[config.mk]
export PLATFORM = sky130hd
export DESIGN_NAME = reset_source_controller
export DESIGN_NICKNAME = d
export VERILOG_FILES = /design/src/rtl/reset_seq_pkg.sv /design/src/rtl/reset_source_controller.sv
export SDC_FILE = /design/constraint.sdc
export NUM_CORES = 1
export LEC_CHECK = 0
export BUFFER_PORTS_ARGS = -buffer_cell sky130_fd_sc_hd__clkbuf_2
export CORE_MARGIN = 8
export CORE_UTILIZATION = 47
export DETAILED_ROUTE_END_ITERATION = 12
export GPL_TIMING_DRIVEN = 0
export HOLD_SLACK_MARGIN = 0.1
export PLACE_DENSITY_LB_ADDON = 0.25
export SYNTH_ARGS = -nofsm -noshare
export SYNTH_HDL_FRONTEND = slang
export SYNTH_SLANG_ARGS = --single-unit
[constraint.sdc]
create_clock -name pclk -period 2.2 [get_ports pclk]
set_clock_uncertainty 0.1 [all_clocks]
set_input_delay 0.22 -clock pclk [delete_from_list [all_inputs] [get_ports pclk]]
set_output_delay 0.22 -clock pclk [all_outputs]
set_load 0.02 [all_outputs]
[src/rtl/reset_seq_pkg.sv]
// Constants, register map and state encoding of the reset source controller
package reset_seq_pkg;

  // Register byte offsets on the APB bus
  localparam logic [7:0] RESET_CAUSE_OFFSET = 8'h34;
  localparam logic [7:0] BANDGAP_CTRL_OFFSET = 8'h30;

  // Reset cause register fields
  localparam int WATCHDOG_FLAG_BIT = 3;
  localparam int BROWNOUT_FLAG_BIT = 2;
  localparam int PIN_FLAG_BIT = 1;
  localparam int POWERUP_FLAG_BIT = 0;
  localparam logic [3:0] CAUSE_RESET = 4'h0;

  // Bandgap control register fields
  localparam int CMP_BANDGAP_SEL_BIT = 0;
  localparam logic CMP_BANDGAP_SEL_RESET = 1'b0;

  // Clock period and brown-out dip filter times
  localparam int CLK_PERIOD_NS = 100;
  localparam int BOD_DIP_HIGH_NS = 3000;
  localparam int BOD_DIP_LOW_NS = 7000;
  localparam int BOD_DIP_HIGH_CYCLES = (BOD_DIP_HIGH_NS + CLK_PERIOD_NS - 1) / CLK_PERIOD_NS;
  localparam int BOD_DIP_LOW_CYCLES = (BOD_DIP_LOW_NS + CLK_PERIOD_NS - 1) / CLK_PERIOD_NS;

  // Start-up delay parts
  localparam int STARTUP_CLOCKS = 18;
  localparam int OSC_TICKS_LONG = 65536;
  localparam int OSC_TICKS_MID = 4096;
  localparam int OSC_TICKS_BOD = 32;
  localparam int OSC_TICKS_SHORT = 8;

  // Start-up delay select fuse codes
  localparam logic [1:0] SEL_MID = 2'b10;
  localparam logic [1:0] SEL_SHORT = 2'b11;

  // Sequencer states, one-hot
  typedef enum logic [4:0] {
    ST_RUN = 5'b00001,
    ST_HOLD = 5'b00010,
    ST_OSC = 5'b00100,
    ST_CLK = 5'b01000,
    ST_WAKE = 5'b10000
  } seq_state_t;

endpackage

[src/rtl/reset_source_controller.sv]
// Reset source controller: combines reset sources, runs start-up delay, keeps reset cause
`timescale 1ns/1ns
`default_nettype none

module reset_source_controller #(
  parameter int OSC_TICKS_LONG = reset_seq_pkg::OSC_TICKS_LONG,
  parameter int OSC_TICKS_MID = reset_seq_pkg::OSC_TICKS_MID
) (
  // Clock and block reset
  input wire logic pclk,
  input wire logic presetn,
  // APB slave
  input wire logic psel,
  input wire logic penable,
  input wire logic pwrite,
  input wire logic [7:0] paddr,
  input wire logic [31:0] pwdata,
  output logic [31:0] prdata,
  output logic pready,
  output logic pslverr,
  // Asynchronous reset sources and oscillator
  input wire logic por_below,
  input wire logic reset_pin_n,
  input wire logic bod_below,
  input wire logic wdt_osc_clk,
  // Fuses, high when programmed
  input wire logic [1:0] startup_delay_select,
  input wire logic brownout_enable_fuse,
  input wire logic brownout_level_fuse,
  // Same-clock requests
  input wire logic watchdog_timeout,
  input wire logic powerdown_wake,
  input wire logic converter_enable,
  // Outputs to core and analog
  output logic core_reset,
  output logic wake_hold,
  output logic watchdog_reset_pulse,
  output logic brownout_level_high,
  output logic bandgap_enable
);

  // Synchroniser stages for all asynchronous inputs
  logic [7:0] sync_meta;
  logic [7:0] sync_q;
  // Synchronised views
  logic por_s;
  logic pin_low_s;
  logic bod_s;
  logic osc_s;
  logic [1:0] delay_sel_s;
  logic bod_en_s;
  logic bod_lvl_s;
  // Oscillator edge detection
  logic osc_prev;
  logic osc_tick;
  // Brown-out dip filter
  logic [6:0] bod_dip_count;
  logic [6:0] bod_dip_limit;
  logic bod_event;
  // Sequencer
  reset_seq_pkg::seq_state_t state;
  reset_seq_pkg::seq_state_t next_state;
  logic sources_any;
  logic [16:0] osc_count;
  logic [4:0] clk_count;
  // Register contents
  logic [3:0] cause;
  logic cmp_bandgap_sel;
  // Bus qualifiers
  logic bus_setup;
  logic bus_write;

  // Oscillator tick count for a fuse setting
  function automatic logic [16:0] osc_ticks(input logic [1:0] sel, input logic bod_en);
    logic [16:0] n;
    n = 17'(OSC_TICKS_LONG);
    if (sel == reset_seq_pkg::SEL_MID)
    begin
      n = 17'(OSC_TICKS_MID);
    end
    else if (sel == reset_seq_pkg::SEL_SHORT)
    begin
      // Longer short delay when brown-out detection is on
      n = bod_en ? 17'(reset_seq_pkg::OSC_TICKS_BOD) : 17'(reset_seq_pkg::OSC_TICKS_SHORT);
    end
    return n;
  endfunction

  // Address match for a mapped register
  function automatic logic is_mapped(input logic [7:0] addr);
    return (addr == reset_seq_pkg::RESET_CAUSE_OFFSET) || (addr == reset_seq_pkg::BANDGAP_CTRL_OFFSET);
  endfunction

  // Two-flop synchroniser, no logic reads the first stage
  always_ff @(posedge pclk or negedge presetn)
  begin
    if (!presetn)
    begin
      sync_meta <= 8'h00;
      sync_q <= 8'h00;
    end
    else
    begin
      sync_meta <= {por_below, ~reset_pin_n, bod_below, wdt_osc_clk,
                    startup_delay_select, brownout_enable_fuse, brownout_level_fuse};
      sync_q <= sync_meta;
    end
  end

  // Named views of the synchronised inputs
  assign por_s = sync_q[7];
  assign pin_low_s = sync_q[6];
  assign bod_s = sync_q[5];
  assign osc_s = sync_q[4];
  assign delay_sel_s = sync_q[3:2];
  assign bod_en_s = sync_q[1];
  assign bod_lvl_s = sync_q[0];

  // Oscillator rising edge becomes a one-cycle tick
  always_ff @(posedge pclk or negedge presetn)
  begin
    if (!presetn)
    begin
      osc_prev <= 1'b0;
    end
    else
    begin
      osc_prev <= osc_s;
    end
  end

  assign osc_tick = osc_s & ~osc_prev;

  // Dip length needed per trigger level
  assign bod_dip_limit = bod_lvl_s ? 7'(reset_seq_pkg::BOD_DIP_HIGH_CYCLES)
                                   : 7'(reset_seq_pkg::BOD_DIP_LOW_CYCLES);

  // Brown-out dip filter, only long dips count
  always_ff @(posedge pclk or negedge presetn)
  begin
    if (!presetn)
    begin
      bod_dip_count <= 7'h00;
      bod_event <= 1'b0;
    end
    else if (!bod_en_s || !bod_s)
    begin
      // Detector disabled or supply recovered
      bod_dip_count <= 7'h00;
      bod_event <= 1'b0;
    end
    else if (bod_dip_count < bod_dip_limit)
    begin
      // Still inside the ignored window
      bod_dip_count <= bod_dip_count + 7'h01;
    end
    else
    begin
      // Long dip: brown-out reset
      bod_event <= 1'b1;
    end
  end

  // Trigger level follows the level fuse
  always_ff @(posedge pclk or negedge presetn)
  begin
    if (!presetn)
    begin
      brownout_level_high <= 1'b0;
    end
    else
    begin
      brownout_level_high <= bod_lvl_s;
    end
  end

  // Watchdog time-out becomes a one-cycle pulse
  always_ff @(posedge pclk or negedge presetn)
  begin
    if (!presetn)
    begin
      watchdog_reset_pulse <= 1'b0;
    end
    else
    begin
      watchdog_reset_pulse <= watchdog_timeout & ~watchdog_reset_pulse;
    end
  end

  // Any source still active
  assign sources_any = por_s | pin_low_s | bod_event | watchdog_reset_pulse;

  // Next-state logic of the start-up sequencer
  always_comb
  begin
    next_state = state;
    case (state)
      reset_seq_pkg::ST_RUN:
      begin
        if (sources_any)
        begin
          next_state = reset_seq_pkg::ST_HOLD;
        end
        else if (powerdown_wake)
        begin
          // Wake skips the oscillator part
          next_state = reset_seq_pkg::ST_WAKE;
        end
      end
      reset_seq_pkg::ST_HOLD:
      begin
        if (!sources_any)
        begin
          // Last source gone, start the delay
          next_state = reset_seq_pkg::ST_OSC;
        end
      end
      reset_seq_pkg::ST_OSC:
      begin
        if (sources_any)
        begin
          next_state = reset_seq_pkg::ST_HOLD;
        end
        else if (osc_count == 17'h0_0000)
        begin
          next_state = reset_seq_pkg::ST_CLK;
        end
      end
      reset_seq_pkg::ST_CLK, reset_seq_pkg::ST_WAKE:
      begin
        if (sources_any)
        begin
          next_state = reset_seq_pkg::ST_HOLD;
        end
        else if (clk_count == 5'h01)
        begin
          next_state = reset_seq_pkg::ST_RUN;
        end
      end
      default:
      begin
        next_state = reset_seq_pkg::ST_HOLD;
      end
    endcase
  end

  // State register, held in reset from block reset
  always_ff @(posedge pclk or negedge presetn)
  begin
    if (!presetn)
    begin
      state <= reset_seq_pkg::ST_HOLD;
    end
    else
    begin
      state <= next_state;
    end
  end

  // Oscillator part counter, loaded while held
  always_ff @(posedge pclk or negedge presetn)
  begin
    if (!presetn)
    begin
      osc_count <= 17'h0_0000;
    end
    else if (state != reset_seq_pkg::ST_OSC)
    begin
      osc_count <= osc_ticks(delay_sel_s, bod_en_s);
    end
    else if (osc_tick && osc_count != 17'h0_0000)
    begin
      osc_count <= osc_count - 17'h0_0001;
    end
  end

  // Clock part counter, 18 cycles
  always_ff @(posedge pclk or negedge presetn)
  begin
    if (!presetn)
    begin
      clk_count <= 5'h00;
    end
    else if (state != reset_seq_pkg::ST_CLK && state != reset_seq_pkg::ST_WAKE)
    begin
      clk_count <= 5'(reset_seq_pkg::STARTUP_CLOCKS);
    end
    else
    begin
      clk_count <= clk_count - 5'h01;
    end
  end

  // Core reset and wake hold from the next state
  always_ff @(posedge pclk or negedge presetn)
  begin
    if (!presetn)
    begin
      core_reset <= 1'b1;
      wake_hold <= 1'b0;
    end
    else
    begin
      // Held while any source or start-up delay runs; low during the wake delay
      core_reset <= (next_state != reset_seq_pkg::ST_RUN) && (next_state != reset_seq_pkg::ST_WAKE);
      wake_hold <= next_state == reset_seq_pkg::ST_WAKE;
    end
  end

  // Bus phase qualifiers
  assign bus_setup = psel & ~penable;
  assign bus_write = psel & penable & pready & pwrite;

  // Cause flags, set wins over software clear
  always_ff @(posedge pclk or negedge presetn)
  begin
    if (!presetn)
    begin
      cause <= reset_seq_pkg::CAUSE_RESET;
    end
    else
    begin
      if (bus_write && paddr == reset_seq_pkg::RESET_CAUSE_OFFSET)
      begin
        // Writing zero clears, writing one keeps
        cause <= cause & pwdata[3:0];
      end
      // Flags persist through core reset
      if (por_s)
      begin
        // Power-on clears others, sets own flag
        cause[reset_seq_pkg::WATCHDOG_FLAG_BIT] <= 1'b0;
        cause[reset_seq_pkg::BROWNOUT_FLAG_BIT] <= 1'b0;
        cause[reset_seq_pkg::PIN_FLAG_BIT] <= 1'b0;
        cause[reset_seq_pkg::POWERUP_FLAG_BIT] <= 1'b1;
      end
      else
      begin
        // Each source marks its own flag
        if (watchdog_reset_pulse)
        begin
          cause[reset_seq_pkg::WATCHDOG_FLAG_BIT] <= 1'b1;
        end
        if (bod_event)
        begin
          cause[reset_seq_pkg::BROWNOUT_FLAG_BIT] <= 1'b1;
        end
        if (pin_low_s)
        begin
          cause[reset_seq_pkg::PIN_FLAG_BIT] <= 1'b1;
        end
      end
    end
  end

  // Comparator bandgap select bit
  always_ff @(posedge pclk or negedge presetn)
  begin
    if (!presetn)
    begin
      cmp_bandgap_sel <= reset_seq_pkg::CMP_BANDGAP_SEL_RESET;
    end
    else if (bus_write && paddr == reset_seq_pkg::BANDGAP_CTRL_OFFSET)
    begin
      cmp_bandgap_sel <= pwdata[reset_seq_pkg::CMP_BANDGAP_SEL_BIT];
    end
  end

  // Bandgap reference enable
  always_ff @(posedge pclk or negedge presetn)
  begin
    if (!presetn)
    begin
      bandgap_enable <= 1'b0;
    end
    else
    begin
      bandgap_enable <= bod_en_s | cmp_bandgap_sel | converter_enable;
    end
  end

  // APB answer: one access cycle, error on unmapped address
  always_ff @(posedge pclk or negedge presetn)
  begin
    if (!presetn)
    begin
      pready <= 1'b0;
      pslverr <= 1'b0;
      prdata <= 32'h0000_0000;
    end
    else
    begin
      pready <= bus_setup;
      pslverr <= bus_setup & ~is_mapped(paddr);
      prdata <= 32'h0000_0000;
      if (bus_setup && !pwrite && paddr == reset_seq_pkg::RESET_CAUSE_OFFSET)
      begin
        // Upper bits read as zero
        prdata <= {28'h000_0000, cause};
      end
      else if (bus_setup && !pwrite && paddr == reset_seq_pkg::BANDGAP_CTRL_OFFSET)
      begin
        prdata <= {31'h0000_0000, cmp_bandgap_sel};
      end
    end
  end

endmodule

`default_nettype wire

==> flow_summary_export.csv <==
group,metric,value,unit
placed_design,place_ws,-265.4,ps
die,die_area,10250,µm²
setup_path,crit_top_cell,"or4_1",
synthesis,yosysWarningCount,0,
cts,root_buffer,"clkbuf_8",
sta,clock.fmax,0.4699,GHz
synthesis,synthAdderAreaFrac,2.933,%
grt,grt.busiest_layer,"met2",
grt,use_met2,25.81,%
layout,ff_latch_area,1705,µm²
sta,finalMaxSlewViolations,0,
placed_design,dp_hpwl,5.392,mm
layout,n_antenna_cell,0,
grt,grt_overflow,0,
synthesis,synth_top_cell_area_share,48.39,%
synthesis,ys_ff_latch,68,
die,io_pins,95,
setup_path,criticalPathCategory,"flop to flop",
placed_design,io_buffer_count,38,
cts,clk_path_buf_depth,2,
flow_run,maxCapViolCount,0,
setup_path,cp.required,2340,ps
die,start_util,47.83,%
synthesis,synthesis.area,3413,µm²
sta,whs,108.6,ps
layout,area_growth,24.89,%
layout,final_util,59.73,%
die,die_w,101.2,µm
layout,drive_gt1_share,24.20,%
sta,post-route-period-util,96.74,%
cts,cts_tree,"built",
synthesis,synth-xor-area-share,1.283,%
grt,use_met3,5.086,%
power_and_ir_drop,internal_power,1.863,mW
setup_path,cp_slowest_cell,"or4_1",
sta,tightest_slew,701.4,ps
setup_path,crit_chain,"or4_1 > clkbuf_2 > or4_1 > o211a_1 > nor3_1",
setup_path,critPathLaunchType,"flop",
grt,grt_util_met1,18.77,%
synthesis,synth_area_leader_cell,"dfrtp_1",
die,core,7137,µm²
power_and_ir_drop,power.leakage,2.040,nW
grt,track_usage,15.68,%
drt,route.detailed.drc,0,
sta,setup_ws,71.78,ps
power_and_ir_drop,switchingPower,0.6848,mW
sta,rsz0062_at_grt,"true",
synthesis,syn_avg_cell_area,10.10,µm²
placed_design,routabilityCongestion,0.8532,
power_and_ir_drop,pwr-share-clk,36.4,%
layout,fillers,621,
drt,vias,2774,
power_and_ir_drop,p_per_area,597.7,nW/µm²
cts,numCtsBuffers,9,
synthesis,ys.flop_type,"dfrtp_1",
cts,cts.sinks,68,
synthesis,ys_top_cells_by_area,"dfrtp_1 (48%), buf_4 (6.4%), a21oi_1 (3.1%)",
drt,post_drt_via_cell_ratio,5.166,
cts,insertion_delay,330,ps
power_and_ir_drop,power_frac_comb,12.4,%
status,status,"completed",
synthesis,yosysSeqAreaShare,49.93,%
power_and_ir_drop,vdd_drop_max,480.9,µV
synthesis,synth_compound_area_share,10.70,%
drt,dr.pass1.iters,4,
drt,post_drt_wl_per_cell,14.04,µm
layout,final_area,4263,µm²
grt,grt_pass1_wl,12.97,mm
synthesis,synthSimpleGateAreaFrac,23.46,%
grt,grt_pass1_vias,2780,
layout,multi_input_area,1521,µm²
cts,clk_pin_slew,70,ps
grt,grt_max_degree,52,
die,dieHeight,101.2,µm
layout,nets,497,
synthesis,synth_cells,338,
setup_path,worstPathArrival,2270,ps
drt,wl,7.537,mm
synthesis,synth_top_family_by_area,"simple AND/OR/NAND/NOR gates",
drt,ant_nets,0,
setup_path,cp-end-kind,"flop",
layout,final_cell_count_no_fill,537,
synthesis,synth_edf_count,0,
placed_design,placed_area,3859,µm²
die,rows,31,
drt,drt_iter0_markers,160,
placed_design,dp_cells,503,
sta,timing.slew.headroom,52.81,%
sta,setup_viol,0,
cts,htreeDepth,3,
grt,antenna_found_initial,0,
setup_path,path_max_fanout,6,
synthesis,synth.area.mux_share,2.089,%
sta,min_period,2128,ps
power_and_ir_drop,seq_power_share,51.2,%
setup_path,cpPeakStageDelay,520,ps
sta,report.final.hold_viol_count,0,
synthesis,ys_types,54,
power_and_ir_drop,switching_share,26.88,%
worst_hold_path,hp-class,"input pin to flop",
synthesis,synthArstFlopShare,100.0,%
[worst max-delay path: cells and delay by family, from the launching register on]
family | cells | cell delay, ps
compound gates | 1 | 150
buf+inv | 1 | 180
simple gates | 3 | 1190
flops | 1 | 440
[Yosys cell counts, types with 3 or more instances]
cell	instances
or3_1	14
inv_1	17
nor4_1	8
nand2b_1	5
xor2_1	3
o31ai_1	4
dfrtp_1	66
buf_2	3
and2_1	3
or4_1	9
and3_1	3
nand3_1	15
ha_1	8
and4_1	3
o21ai_0	13
nor4b_1	5
o21ai_1	4
nor3_1	9
a31oi_1	4
nor3b_1	4
nor2_1	23
nand4_1	8
mux2i_1	6
buf_4	29
clkbuf_1	6
a21oi_1	21
nand2_1	11
[cell families after synthesis]
group | after synthesis
adders and majority gates | 8
other | 1
DFF | 68
xor gates and xnor gates | 5
muxes | 7
and+or+nand+nor | 133
buffers and inverters | 56
AOI/OAI and AO/OA | 60
[cell type report]
type	instances	area share, %
plain buffers	39	6.428
clock buffers	11	3.317
clock inverters	5	0.8805
inverters	17	1.497
multi-input cells	241	35.69
flip-flops and latches	68	40.01
well taps	99	2.906
repair buffers	57	9.275
[power groups by stage]
stage / sequential, mW / combinational [mW] / clock, mW
after floorplan: 1.33 / 0.185 / 0
after global placement: 1.33 / 0.270 / 0
after detailed placement: 1.33 / 0.280 / 0
after CTS: 1.30 / 0.306 / 0.944
after global routing: 1.31 / 0.352 / 0.998
final: 1.30 / 0.317 / 0.927
[stage by stage]
step / TNS, ps / power [mW]
2_1_floorplan: 0 / 1.514
3_3_place_gp: -833.7 / 1.597
3_5_place_dp: -1617 / 1.608
4_1_cts: 0 / 2.554
5_1_grt: -69.91 / 2.658
6_report: 0 / 2.548
[placed cells by master (no fill, tap or decap), drive strengths merged, types with 5 or more instances in the layout]
cell	instances
dfrtp	66
nand4	8
dlygate4sd3	16
nand2	11
inv	17
nor4	10
buf	34
mux2i	6
a21oi	21
nor3	9
o21ai	17
clkbuf	57
ha	8
nand3	15
conb	28
nor2	23
nor4b	5
nand2b	6
or4	9
or3	14
[what timing repair did]
item	4_1_cts	5_1_grt
setup endpoints to repair	13	17
hold buffers	16	0
hold endpoints to repair	83	0
setup buffers	1	1
pin swaps	0	1
gates resized for setup	2	12
[layer usage]
| metal | vias up | share of wire, % |
|---|---|---|
| met1 | 1325 | 43 |
| met3 | 8 | 6.8 |
| met2 | 75 | 49 |
| met4 | 0 | 0.88 |
| li1 | 1366 | - |
| met5 | - | 0 |
[registers in the layout (all words and copies together), names as in the netlist, 4 cells and up]
| register | cells |
|---|---|
| clk_count | 5 |
| sync_q | 8 |
| state | 5 |
| bod_dip_count | 7 |
| prdata | 4 |
| cause | 4 |
| osc_count | 17 |
| sync_meta | 8 |
[final timing paths]
check / startpoint / endpoint / slack (ps) / cells after the start
setup / recovery: sync_q[7] / state[3] / 70 / 5
min in group asynchronous: presetn / osc_count[11] / 230 / 2
max in group asynchronous: presetn / state[1] / 1190 / 3
setup reg to reg: sync_q[7] / state[3] / 70 / 5
hold reg to reg: sync_meta[1] / sync_q[1] / 250 / 0
hold / removal: pwdata[2] / cause[2] / 110 / 3
No activity file was read; power rests on OpenSTA's default activity.
